### config.mk
export PLATFORM = sky130hd
export DESIGN_NAME = malc_top
export DESIGN_NICKNAME = d
export VERILOG_FILES = /design/src/rtl/malc_pkg.sv /design/src/rtl/malc_top.sv
export SDC_FILE = /design/constraint.sdc
export NUM_CORES = 2
export LEC_CHECK = 0
export ABC_AREA = 1
export ABC_CLOCK_PERIOD_IN_PS = 73500
export BUFFER_PORTS_ARGS = -buffer_cell sky130_fd_sc_hd__buf_2
export CAP_MARGIN = 15
export CORE_MARGIN = 2
export CORE_UTILIZATION = 45
export DETAILED_ROUTE_END_ITERATION = 6
export PLACE_DENSITY_LB_ADDON = 0.12
export SETUP_SLACK_MARGIN = 0.05
export SYNTH_ARGS = -nofsm -noshare
export SYNTH_HDL_FRONTEND = slang
export SYNTH_SLANG_ARGS = --single-unit
export TNS_END_PERCENT = 1
### constraint.sdc
create_clock -name ref_clk -period 73.5 [get_ports ref_clk]
set_input_delay 14.7 -clock ref_clk [delete_from_list [all_inputs] [get_ports ref_clk]]
set_output_delay 14.7 -clock ref_clk [all_outputs]
set_load 0.01 [all_outputs]
### src/rtl/malc_pkg.sv
// Purpose: shared constants and types of the max address limit command block
// Assumes: 8-bit register port, one clock at 50 MHz
// Notes:   identify words are held as one packed struct of geometry fields
package malc_pkg;

  // ****************************************************************
  // register offsets on the plain register port
  // ****************************************************************
  localparam logic [3:0] OFS_ERROR    = 4'h1; // error_flags, read only
  localparam logic [3:0] OFS_COUNT    = 4'h2; // sector count input
  localparam logic [3:0] OFS_LOW      = 4'h3; // limit_low_byte
  localparam logic [3:0] OFS_MID      = 4'h4; // limit_mid_byte
  localparam logic [3:0] OFS_HIGH     = 4'h5; // limit_high_byte
  localparam logic [3:0] OFS_UNIT     = 4'h6; // unit_select_and_top_bits
  localparam logic [3:0] OFS_CMD      = 4'h7; // write: command, read: command_status
  localparam logic [3:0] OFS_CONFIG   = 4'h8; // feature configuration
  localparam logic [3:0] OFS_ID_INDEX = 4'h9; // identify word index
  localparam logic [3:0] OFS_ID_LO    = 4'ha; // identify word, low byte
  localparam logic [3:0] OFS_ID_HI    = 4'hb; // identify word, high byte

  // ****************************************************************
  // command codes and field positions
  // ****************************************************************
  localparam logic [7:0] CMD_SET_MAX    = 8'hf9;
  localparam logic [7:0] CMD_READ_NATIVE = 8'hf8;
  localparam int         ERR_ABORT_BIT  = 2;
  localparam int         ERR_IDNF_BIT   = 4;
  localparam int         ST_BUSY_BIT    = 7;
  localparam int         ST_READY_BIT   = 6;
  localparam int         ST_ERR_BIT     = 0;
  localparam int         UNIT_LBA_BIT   = 6;
  localparam int         COUNT_KEEP_BIT = 0;
  localparam int         CFG_CHS_BIT    = 0;
  localparam int         CFG_ENABLE_BIT = 1;
  localparam logic [1:0] CFG_RESET      = 2'h3;

  // ****************************************************************
  // geometry limits
  // ****************************************************************
  localparam logic [15:0] CYL_CAP    = 16'h3fff;      // 16,383
  localparam logic [15:0] WORD_CAP   = 16'hffff;      // 65,535
  localparam logic [31:0] CHS_CAP    = 32'h00fbfc10;  // 16,514,064
  localparam logic [5:0]  ID_W1      = 6'h01;
  localparam logic [5:0]  ID_W3      = 6'h03;
  localparam logic [5:0]  ID_W6      = 6'h06;
  localparam logic [5:0]  ID_W54     = 6'h36;
  localparam logic [5:0]  ID_W55     = 6'h37;
  localparam logic [5:0]  ID_W56     = 6'h38;
  localparam logic [5:0]  ID_W57     = 6'h39;
  localparam logic [5:0]  ID_W58     = 6'h3a;
  localparam logic [5:0]  ID_W60     = 6'h3c;
  localparam logic [5:0]  ID_W61     = 6'h3d;

  // ****************************************************************
  // types
  // ****************************************************************
  typedef enum logic [1:0] {MALC_BOOT, MALC_IDLE, MALC_EXEC} malc_state_type;

  typedef struct packed {
    logic [15:0] w1;
    logic [15:0] w3;
    logic [15:0] w6;
    logic [15:0] w54;
    logic [15:0] w55;
    logic [15:0] w56;
    logic [31:0] w5758;
    logic [31:0] w6061;
  } malc_words_type;

  typedef struct packed {
    malc_state_type st;
    logic [7:0]     count;
    logic [7:0]     low;
    logic [7:0]     mid;
    logic [7:0]     high;
    logic [7:0]     unit;
    logic [7:0]     err;
    logic           busy;
    logic           ready;
    logic           err_st;
    logic           native_ok;
    logic           nv_used;
    logic [1:0]     cfg;
    logic [5:0]     id_index;
    malc_words_type words;
    logic [27:0]    max_lba;
    logic [7:0]     rdata;
    logic           acc_done;
    logic           acc_reject;
    logic           nv_we;
    logic [27:0]    nv_data;
  } malc_regs_type;

endpackage

### src/rtl/malc_top.sv
// Purpose: device side of the set max address command with identify upkeep
// Assumes: host task-file accesses arrive on a plain synchronous port
// Notes:   the non-volatile limit lives outside; this block reads it at boot
//          hw_reset is honoured only while idle, never in the middle of a command
//
// Function
// - success returns limit in force in registers
// - success clears busy, fault, request, error
// - abort if unsupported or above capacity
// - abort CHS limit with cylinder above 16383
// - abort unless preceded by native max read
// - second non-volatile set gives id-not-found
// - error clears busy, sets ready and error
// - CHS: word1 is min(cyl+1, 16383)
// - CHS: capacity is words 1*3*6
// - CHS: word54 from clamped capacity, capped 65535
// - CHS: words 58:57 are 54*55*56
// - LBA: capacity is max LBA plus one
// - LBA large without CHS zeroes geometry words
// - LBA with CHS: word1 derived or 16383
// - LBA with CHS: word54 derived or 16383
// - LBA with CHS: words 58:57 are product
// - accesses above the limit get id-not-found
// - failed command leaves identify words unchanged
// - keep bit selects persistent or reverting limit
// - addressing bit selects LBA or CHS limit
module malc_top
  import malc_pkg::*;
#(
  parameter logic [27:0] NATIVE_MAX_LBA = 28'h1312cff,
  parameter logic [15:0] HEADS          = 16'h0010,
  parameter logic [15:0] SECTORS        = 16'h003f
) (
  input  wire logic        ref_clk,
  input  wire logic        arst_n,
  input  wire logic [3:0]  reg_addr,
  input  wire logic [7:0]  reg_wdata,
  input  wire logic        reg_wr,
  input  wire logic        reg_rd,
  output logic      [7:0]  reg_rdata,
  input  wire logic        hw_reset,
  input  wire logic [27:0] nv_limit_in,
  output logic             nv_limit_we,
  output logic      [27:0] nv_limit_out,
  input  wire logic        acc_req,
  input  wire logic [27:0] acc_lba,
  output logic             acc_done,
  output logic             acc_reject
);

  // ****************************************************************
  // elaboration checks
  // ****************************************************************
  if (HEADS == 16'h0000 || HEADS > 16'h0010 || SECTORS == 16'h0000 ||
      SECTORS > 16'h00ff) begin : g_bad_geometry
    $error("malc_top: geometry parameters out of range");
  end
  if (NATIVE_MAX_LBA == 28'h0000000) begin : g_bad_native
    $error("malc_top: native maximum address must not be zero");
  end

  // capacity one above the native top address; the CHS capacity check uses it
  localparam logic [31:0] NATIVE_CAP = {4'h0, NATIVE_MAX_LBA} + 32'h00000001;

  // default geometry words before any limit is applied
  localparam malc_words_type DEFAULT_WORDS = '{
    w1: CYL_CAP, w3: HEADS, w6: SECTORS, w54: CYL_CAP, w55: HEADS,
    w56: SECTORS, w5758: 32'h0, w6061: NATIVE_CAP};

  // the whole state of the block lives in one register struct
  malc_regs_type r_q;
  malc_regs_type r_d;

  // ****************************************************************
  // identify word recomputation
  // ****************************************************************
  // divisions are combinational; one busy cycle covers them at 50 MHz
  function automatic malc_words_type calc_words(
    input logic           lba_mode,
    input logic [27:0]    lba,
    input logic [15:0]    cyl,
    input logic           chs_sup,
    input malc_words_type w
  );
    malc_words_type n;
    logic [47:0]    prod;
    logic [31:0]    cap;
    logic [31:0]    capc;
    logic [31:0]    hs55;
    logic [31:0]    hs36;
    logic [31:0]    q;
    n    = w;
    // sectors per cylinder of the current and of the default geometry
    hs55 = {16'h0, w.w55} * {16'h0, w.w56};
    hs36 = {16'h0, w.w3} * {16'h0, w.w6};
    // CHS path: the cylinder count drives capacity and word 54
    if (!lba_mode) begin
      n.w1 = (cyl >= CYL_CAP) ? CYL_CAP : cyl + 16'h0001;
      prod = {32'h0, n.w1} * {32'h0, w.w3} * {32'h0, w.w6};
      cap  = prod[31:0];
      capc = (cap > CHS_CAP) ? CHS_CAP : cap;
      q    = (hs55 == 32'h0) ? 32'h0 : capc / hs55;
      n.w54 = (q > {16'h0, WORD_CAP}) ? WORD_CAP : q[15:0];
    end else begin
      // LBA path: capacity drives both cylinder counts
      cap = {4'h0, lba} + 32'h00000001;
      if (cap >= CHS_CAP) begin
        n.w1  = CYL_CAP;
        n.w54 = CYL_CAP;
      end else begin
        q     = (hs36 == 32'h0) ? 32'h0 : cap / hs36;
        n.w1  = (q > {16'h0, WORD_CAP}) ? WORD_CAP : q[15:0];
        q     = (hs55 == 32'h0) ? 32'h0 : cap / hs55;
        n.w54 = (q > {16'h0, WORD_CAP}) ? WORD_CAP : q[15:0];
      end
    end
    // product of the final word 54 with the unchanged heads and sectors
    n.w6061 = cap;
    prod    = {32'h0, n.w54} * {32'h0, n.w55} * {32'h0, n.w56};
    n.w5758 = prod[31:0];
    // a large capacity has no geometry form without CHS support
    if (lba_mode && !chs_sup && cap > CHS_CAP) begin
      n.w1    = 16'h0;
      n.w3    = 16'h0;
      n.w6    = 16'h0;
      n.w54   = 16'h0;
      n.w55   = 16'h0;
      n.w56   = 16'h0;
      n.w5758 = 32'h0;
    end
    return n;
  endfunction

  // ****************************************************************
  // next state
  // ****************************************************************
  always_comb begin
    logic           lba_mode;
    logic [27:0]    req_lba;
    logic [15:0]    req_cyl;
    logic [27:0]    boot_lba;
    malc_words_type nw;
    logic [7:0]     e;
    // the limit is decoded exactly as the host left it in the task file
    lba_mode = r_q.unit[UNIT_LBA_BIT];
    req_lba  = {r_q.unit[3:0], r_q.high, r_q.mid, r_q.low};
    req_cyl  = {r_q.high, r_q.mid};
    boot_lba = (nv_limit_in > NATIVE_MAX_LBA) ? NATIVE_MAX_LBA : nv_limit_in;
    nw       = calc_words(lba_mode, req_lba, req_cyl, r_q.cfg[CFG_CHS_BIT], r_q.words);
    e        = 8'h00;
    // hold all state, then drop the one-cycle pulses
    r_d            = r_q;
    r_d.rdata      = 8'h00;
    r_d.acc_done   = 1'b0;
    r_d.acc_reject = 1'b0;
    r_d.nv_we      = 1'b0;

    // limit check for media accesses
    if (acc_req) begin
      r_d.acc_done   = 1'b1;
      r_d.acc_reject = (acc_lba > r_q.max_lba);
    end

    unique case (r_q.st)
      MALC_BOOT: begin
        // reverts to the stored limit at power-on and hardware reset
        r_d.words   = calc_words(1'b1, boot_lba, 16'h0, r_q.cfg[CFG_CHS_BIT],
                                 DEFAULT_WORDS);
        r_d.max_lba = boot_lba;
        r_d.busy    = 1'b0;
        r_d.ready   = 1'b1;
        r_d.st      = MALC_IDLE;
      end
      MALC_IDLE: begin
        // writes are taken only here, so writes during boot or exec are dropped
        if (reg_wr) begin
          unique case (reg_addr)
            OFS_COUNT:    r_d.count    = reg_wdata;
            OFS_LOW:      r_d.low      = reg_wdata;
            OFS_MID:      r_d.mid      = reg_wdata;
            OFS_HIGH:     r_d.high     = reg_wdata;
            OFS_UNIT:     r_d.unit     = reg_wdata;
            OFS_CONFIG:   r_d.cfg      = reg_wdata[1:0];
            OFS_ID_INDEX: r_d.id_index = reg_wdata[5:0];
            OFS_CMD: begin
              r_d.err    = 8'h00;
              r_d.err_st = 1'b0;
              if (reg_wdata == CMD_SET_MAX) begin
                r_d.busy  = 1'b1;
                r_d.ready = 1'b0;
                r_d.st    = MALC_EXEC;
              end else if (reg_wdata == CMD_READ_NATIVE) begin
                // native maximum in the mode the host selected
                if (r_q.unit[UNIT_LBA_BIT]) begin
                  r_d.low  = NATIVE_MAX_LBA[7:0];
                  r_d.mid  = NATIVE_MAX_LBA[15:8];
                  r_d.high = NATIVE_MAX_LBA[23:16];
                  r_d.unit = {r_q.unit[7:4], NATIVE_MAX_LBA[27:24]};
                end else begin
                  // last cylinder below the identify cap, last head, last sector
                  r_d.low  = SECTORS[7:0];
                  r_d.mid  = 8'hfe;
                  r_d.high = CYL_CAP[15:8];
                  r_d.unit = {r_q.unit[7:4], 4'(HEADS - 16'h0001)};
                end
                r_d.native_ok = 1'b1;
              end else begin
                // any other command breaks the read-then-set pairing
                r_d.native_ok = 1'b0;
              end
            end
            default: ;
          endcase
        end
        // hardware reset wins over a command in the same cycle: the boot pass
        // must start from a clean native flag and a clean use count
        if (hw_reset) begin
          r_d.nv_used   = 1'b0;
          r_d.native_ok = 1'b0;
          r_d.busy      = 1'b1;
          r_d.st        = MALC_BOOT;
        end
      end
      MALC_EXEC: begin
        // error checks; all failures skip the word update
        if (!r_q.cfg[CFG_ENABLE_BIT] || !r_q.native_ok) begin
          e[ERR_ABORT_BIT] = 1'b1;
        end
        if (lba_mode && req_lba > NATIVE_MAX_LBA) begin
          e[ERR_ABORT_BIT] = 1'b1;
        end
        if (!lba_mode && (req_cyl > CYL_CAP || !r_q.cfg[CFG_CHS_BIT] ||
                          nw.w6061 > NATIVE_CAP)) begin
          e[ERR_ABORT_BIT] = 1'b1;
        end
        // a second persistent set is refused even when all else is legal
        if (r_q.count[COUNT_KEEP_BIT] && r_q.nv_used) begin
          e[ERR_IDNF_BIT] = 1'b1;
        end
        // status follows the flags; abort and id-not-found may stand together
        r_d.err       = e;
        r_d.err_st    = (e != 8'h00);
        r_d.busy      = 1'b0;
        r_d.ready     = 1'b1;
        r_d.native_ok = 1'b0;
        // limit and words move only on success, so a failure leaves them alone
        if (e == 8'h00) begin
          r_d.words   = nw;
          r_d.max_lba = nw.w6061[27:0] - 28'h0000001;
          // only a persistent set reaches the store; a volatile one is lost at reset
          if (r_q.count[COUNT_KEEP_BIT]) begin
            r_d.nv_used = 1'b1;
            r_d.nv_we   = 1'b1;
            r_d.nv_data = nw.w6061[27:0] - 28'h0000001;
          end
          // limit registers keep the value now in force
          if (!lba_mode) begin
            r_d.high = nw.w1 == CYL_CAP && req_cyl > CYL_CAP ? 8'h3f : r_q.high;
          end
        end
        r_d.st = MALC_IDLE;
      end
      default: r_d.st = MALC_IDLE;
    endcase

    // read data stands only in the cycle after the strobe
    if (reg_rd) begin
      unique case (reg_addr)
        OFS_ERROR: r_d.rdata = r_q.err;
        OFS_COUNT: r_d.rdata = r_q.count;
        OFS_LOW:   r_d.rdata = r_q.low;
        OFS_MID:   r_d.rdata = r_q.mid;
        OFS_HIGH:  r_d.rdata = r_q.high;
        OFS_UNIT:  r_d.rdata = r_q.unit;
        OFS_CMD: begin
          r_d.rdata               = 8'h00; // fault and request always clear
          r_d.rdata[ST_BUSY_BIT]  = r_q.busy;
          r_d.rdata[ST_READY_BIT] = r_q.ready;
          r_d.rdata[ST_ERR_BIT]   = r_q.err_st;
        end
        OFS_CONFIG:   r_d.rdata = {6'h00, r_q.cfg};
        OFS_ID_INDEX: r_d.rdata = {2'h0, r_q.id_index};
        // identify words go out a byte at a time through the index register
        OFS_ID_LO:    r_d.rdata = id_word(r_q.id_index, r_q.words, 1'b0);
        OFS_ID_HI:    r_d.rdata = id_word(r_q.id_index, r_q.words, 1'b1);
        default:      r_d.rdata = 8'h00;
      endcase
    end
  end

  // ****************************************************************
  // identify word window
  // ****************************************************************
  function automatic logic [7:0] id_word(
    input logic [5:0]     idx,
    input malc_words_type w,
    input logic           hi
  );
    logic [15:0] v;
    // words outside this block's concern read as zero
    unique case (idx)
      ID_W1:   v = w.w1;
      ID_W3:   v = w.w3;
      ID_W6:   v = w.w6;
      ID_W54:  v = w.w54;
      ID_W55:  v = w.w55;
      ID_W56:  v = w.w56;
      ID_W57:  v = w.w5758[15:0];
      ID_W58:  v = w.w5758[31:16];
      ID_W60:  v = w.w6061[15:0];
      ID_W61:  v = w.w6061[31:16];
      default: v = 16'h0000;
    endcase
    return hi ? v[15:8] : v[7:0];
  endfunction

  // ****************************************************************
  // state register
  // ****************************************************************
  // reset holds busy until the boot pass has loaded the stored limit
  always_ff @(posedge ref_clk or negedge arst_n) begin
    if (!arst_n) begin
      r_q          <= '0;
      r_q.st       <= MALC_BOOT;
      r_q.busy     <= 1'b1;
      r_q.cfg      <= CFG_RESET;
      r_q.unit     <= 8'ha0;
    end else begin
      r_q <= r_d;
    end
  end

  // every output is a register field, never a decode
  assign reg_rdata    = r_q.rdata;
  assign nv_limit_we  = r_q.nv_we;
  assign nv_limit_out = r_q.nv_data;
  assign acc_done     = r_q.acc_done;
  assign acc_reject   = r_q.acc_reject;

endmodule

* After elaboration in Yosys (flattened, before gate mapping)
Index checks and enable logic that the tools add are counted.
Word-level totals: register bits 290, input bits 74, output and inout bits 39, logic and storage cells 209
Cells by class: $add $sub $neg 4, $mul 7, div/mod/pow operators 4, $lt $le $gt $ge 15, eq/ne operators 44, muxes and demuxes 62, bitwise operators 1, reductions and logical operators 43
Operators by type and width (number):
- $pmux 188 s2 | 1
- $mux 32 | 9
- $mux 128 | 2
- $mux 188 | 1
- $mux 16 | 11
- $pmux 16 s10 | 1
- $gt 32x16->1 const B | 4
- $mul 16x16->32 | 4
- $div 32x32->32 | 3
- $gt 32x24->1 const B | 3
- $pmux 8 s2 | 6
- $pmux 8 s11 | 1
- $mux 29 | 3
- $logic_not 32->1 | 2
- $mul 32x16->32 | 2
- $add 28x1->29 const B | 2
- $ge 29x24->1 const B | 2
- $gt 28x25->1 const B | 2
- $mux 54 | 1
- $eq 6x6->1 const B | 7
- $mux 8 | 5
- $div 32x10->32 const B | 1
- $gt 32x25->1 const B | 1
- $gt 28x28->1 | 1
- 36 further kinds | 105

* Longest topological paths before layout
depth after elaboration 20, depth in mapped cells 566, depth with buffers taken out 543

* Worst setup path after synthesis
Ideal clock, no wire load.
kind register -> register, start point register r_q[199] (netlist bit), end point register r_q[124] (netlist bit), library setup time 116 ps, arrival time 70937 ps, data required time 73384 ps, path slack 2448 ps, cell stages (with the launch flop) 485, path buffers 29, clock period less this slack 71052 ps, cells stage by stage dfrtp_1 -> buf_6 -> clkbuf_8 -> inv_1 -> clkbuf_1 -> buf_6 -> clkbuf_8 -> nor2_1 -> ha_1 -> fa_1 -> fa_1 -> inv_1 -> fa_1 -> inv_1 -> fa_1 -> inv_1 -> fa_1 -> inv_1 -> (+449 left out) -> a21oi_1 -> o21bai_1 -> nand2_1 -> inv_1 -> nor2_1 -> nor2_1 -> nor2_1 -> o21ai_0 -> nand3_1 -> nand2_1 -> a21oi_1 -> o21ai_0 -> a21oi_1 -> nand2b_1 -> nand2_1 -> a21oi_1 -> xor2_1 -> o311ai_0
Between the ends: word-level cells in the longest chain between the ends 14, elaborated cells between the ends (all ways) 25, those cells by class mul: 4; div: 1; order compare: 4; eq/ne: 1; mux: 10; reduce/logical: 5
RTL lines:
- start: declaration | line malc_top.sv:71 | malc_regs_type r_q;
- start signal: assignment | line malc_top.sv:329 | r_q <= r_d;
- $mul 16x16->32 (*) | line malc_top.sv:99 | prod = {32'h0, n.w1} * {32'h0, w.w3} * {32'h0, w.w6};
- $mul 32x16->32 (*) | line malc_top.sv:99
- $gt 32x24->1 | line malc_top.sv:101 | capc = (cap > CHS_CAP) ? CHS_CAP : cap;
- $mux 32 | line malc_top.sv:101
- $div 32x32->32 | line malc_top.sv:102 | q = (hs55 == 32'h0) ? 32'h0 : capc / hs55;
- $mux 32 | line malc_top.sv:102
- $gt 32x16->1 | line malc_top.sv:103 | n.w54 = (q > {16'h0, WORD_CAP}) ? WORD_CAP : q[15:0];
- $mux 16 | line malc_top.sv:103
- $mux 16 | line malc_top.sv:97 | if (!lba_mode) begin
- $mul 16x16->32 | line malc_top.sv:119 | prod = {32'h0, n.w54} * {32'h0, n.w55} * {32'h0, n.w56};
- $mul 32x16->32 | line malc_top.sv:119
- $mux 128 | line malc_top.sv:122 | if (lba_mode && !chs_sup && cap > CHS_CAP) begin
- $mux 188 | line malc_top.sv:247 | if (e == 8'h00) begin
- $pmux 188 s2 | line malc_top.sv:164 | unique case (r_q.st)
Every way passes the cells marked *; elsewhere a longest branch is shown, timed or not. The select of a mux whose other input is x is not followed. A chain may end at the register's enable or synchronous reset.

* Final worst setup path
start point register r_q[264] (netlist bit), end point register r_q[124] (netlist bit)
Between the ends: word-level cells in the longest chain between the ends 16, elaborated cells between the ends (all ways) 40, those cells by class add/sub: 2; mul: 4; div: 2; order compare: 9; eq/ne: 1; mux: 15; reduce/logical: 7
RTL lines:
- $add 16x1->16 / $ge 16x14->1 (equally long branches) | line malc_top.sv:98 | n.w1 = (cyl >= CYL_CAP) ? CYL_CAP : cyl + 16'h0001;
- $mux 16 | line malc_top.sv:98
- $mul 16x16->32 | line malc_top.sv:99
- $mul 32x16->32 | line malc_top.sv:99
- $gt 32x24->1 | line malc_top.sv:101
- $mux 32 | line malc_top.sv:101
- $div 32x32->32 | line malc_top.sv:102
- $mux 32 | line malc_top.sv:102
- $gt 32x16->1 | line malc_top.sv:103
- $mux 16 | line malc_top.sv:103
- $mux 16 | line malc_top.sv:97
- $mul 16x16->32 | line malc_top.sv:119
- $mul 32x16->32 | line malc_top.sv:119
- $mux 128 | line malc_top.sv:122
- $mux 188 | line malc_top.sv:247
- $pmux 188 s2 | line malc_top.sv:164
Several ways; a longest one is shown, not always the timed one. The select of a mux whose other input is x is not followed.

==> results.json <==
{
  "worstReg2RegStart": "r_q[264]$_DFFE_PN0P_",
  "antenna_found_initial": 15,
  "status": "complete, but fails checks",
  "ys_dominant_reg_cell": "dfrtp_1",
  "place_ws_ps": -3357,
  "gr-usage-all-layers_pct": 28.36,
  "critPathBufInv": 83,
  "layout_min_cycle_time_ps": 68180,
  "num_rows": 159,
  "seq_area_sq_mm": 0.005549,
  "arrival_ps": 68620,
  "seq_area_frac_synth_pct": 6.545,
  "holdPathStages": 2,
  "avgSynthCellArea_sq_um": 6.953,
  "min-delay-start": "r_q[239]$_DFFE_PN1P_",
  "coreArea_sq_mm": 0.1872,
  "cts_tree": "yes",
  "hold_path_class": "flip-flop to flip-flop",
  "hold_buffers": 0,
  "finalHoldViolations": 0,
  "yosysWarnings": 0,
  "drt_first_iter_violations": 4695,
  "reg2reg_slack_ps": 5320,
  "clock_sinks": 221,
  "grt_max_degree": 116,
  "end_kind": "flip-flop",
  "violations": "design-rule violations",
  "timing.rr.end": "r_q[124]$_DFFE_PN0P_",
  "synth_cells": 12168,
  "cts.path.max_buffers": 3,
  "fillers": 18695,
  "wl_per_cell_um": 16.55,
  "synth-seq-cells": 221,
  "vias": 84168,
  "cpMostUsedCell": "nand2_1",
  "die_h_um": 437.6,
  "cpPeakStageDelay_ps": 590,
  "maxCapViolations": 0,
  "clkTransAtPathRegs_ps": 60,
  "insertion_delay_ps": 610,
  "synth_enable_flop_cells": 0,
  "die_area_sq_mm": 0.1915,
  "synth_top_area_share_pct": 18.03,
  "via_per_inst": 5.040,
  "cts-root-buf": "clkbuf_16",
  "cp-start-kind": "flip-flop",
  "async_reset_ff_share_pct": 100.0,
  "synthTopCellsByArea": "ha_1 (18%), fa_1 (16%), inv_1 (11%)",
  "final_cell_mix": "inv_1 (2,360), nand2_1 (2,091), buf_4 (1,352)",
  "totalWireLength_um": 276500,
  "htreeDepth": 1,
  "synth_cell_type_count": 104,
  "io_buffers": 112,
  "drc": 3,
  "gp_congestion": 0.9859,
  "worstPathRequired_ps": 73940,
  "utilization_pct": 54.66,
  "synth_top_area_cell": "ha_1",
  "slew-limit-headroom_pct": 19.78,
  "grt_overflow": 0,
  "setup_viol": 0,
  "crit_type": "flip-flop to flip-flop",
  "path_max_fanout": 13,
  "cp_slowest_cell": "fa_1",
  "worst_pin_slew_ps": 1194,
  "place_hpwl_um": 239300,
  "grt_pass1_wl_um": 439500,
  "ant_nets": 0,
  "setup_tns_ps": 0,
  "slew_violations": 0,
  "path_delay_family": "compound AO/OA/AOI/OAI gates",
  "cts_buffers": 28,
  "min_to": "r_q[239]$_DFFE_PN1P_",
  "start_util_pct": 45.19,
  "die_width_um": 437.6,
  "layout_setup_ws_ps": 5323,
  "synth_area_sq_mm": 0.08460,
  "syn2layout_area_growth_pct": 20.94,
  "r2r_cells": 461,
  "ios": 113,
  "period_share_pct": 92.76,
  "multi_input_area_sq_mm": 0.07251,
  "dr.pass1.iters": 7,
  "grt_pass1_vias": 83634,
  "skew_ps": 50.77,
  "max_freq_mhz": 14.67,
  "postPlaceCellArea_sq_mm": 0.09910,
  "finalNetCount": 16149,
  "drive_gt1_share_pct": 17.27,
  "fin_area_sq_mm": 0.1023,
  "final_common_cell": "inv_1",
  "cp-startpoint": "r_q[264]$_DFFE_PN0P_"
}
==> cell usage after synthesis, types with 51 or more instances <==
cell,number
a21oi_1,736
buf_4,52
clkbuf_1,114
dfrtp_1,216
fa_1,684
ha_1,1219
inv_1,2386
nand2_1,2110
nand2_2,223
nand2_4,67
nand3_1,430
nand4_1,123
nor2_1,952
nor3_1,145
nor4_1,51
o21ai_0,822
o21ai_1,76
o21bai_1,54
o31ai_1,52
or2_2,71
xnor2_1,267
xor2_1,476
==> metrics by stage <==
stage	cells	hold slack [ps]
floorplan	12901	441.4
finish	16701	476.1
global placement	16543	458.2
detailed placement	16544	470.5
CTS	16595	481.1
global route	16697	502.1
==> logic make-up after synthesis <==
logic type,synth area share [%]
adders and majority gates,34.21
other,0.008877
xor gates and xnor gates,7.731
DFF,6.545
muxes,0.02514
and+or+nand+nor,23.54
AOI/OAI and AO/OA,15.17
buffers and inverters,12.77
==> layout make-up <==
| cell class | instances | share of cell area [%] |
|---|---|---|
| Timing Repair inverter | 4 | 0.01957 |
| Timing Repair Buffer | 1471 | 10.59 |
| Multi-Input combinational cell | 9989 | 70.86 |
| Antenna cell | 13 | 0.03179 |
| Sequential cell | 221 | 5.423 |
| Inverter | 2457 | 9.125 |
| Tap cell | 2495 | 3.051 |
| Clock buffer | 39 | 0.7741 |
| Clock inverter | 12 | 0.1223 |
==> flip-flops by register name, indices dropped and copies added, names as in the netlist <==
name	cells
acc_done	1
nv_limit_out	28
acc_reject	1
r_q	182
reg_rdata	8
nv_limit_we	1
==> worst reg2reg max path: cells and delay by family, from the launching register on <==
family / cells / cell delay [ps]
buffers and inverters: 83 / 8620
flip-flops: 1 / 450
adder cells (fa/ha/maj): 51 / 17820
AO/OA/AOI/OAI: 131 / 20210
XOR/XNOR: 8 / 1370
AND/OR/NAND/NOR: 188 / 19540
==> repair_timing <==
item,4_1_cts,5_1_grt
gates cloned,0,8
setup buffers,0,85
pin swaps,0,79
resized for setup,23,403
setup endpoints to repair,24,26
==> how the worst max path moves through the flow <==
stage,slack [ps],end,cells after the start
finish,5320,r_q[124]$_DFFE_PN0P_,461
floorplan,2450,r_q[124]$_DFFE_PN0P_,484
global route,-420,r_q[124]$_DFFE_PN0P_,468
global placement,-2230,r_q[124]$_DFFE_PN0P_,419
CTS,60,r_q[124]$_DFFE_PN0P_,435
detailed placement,-3360,r_q[124]$_DFFE_PN0P_,422
==> per-layer routing <==
layer	global-route usage, %	vias up	share of wire, %
met3	1.825	438	3.5
met1	35.35	39813	43
li1	-	42277	-
met5	0	-	0.0047
met4	10.23	2	4.2
met2	51.23	1638	50
Power is not shown: default switching activity piles up to over one toggle a cycle in this logic, so the estimate is an artifact.
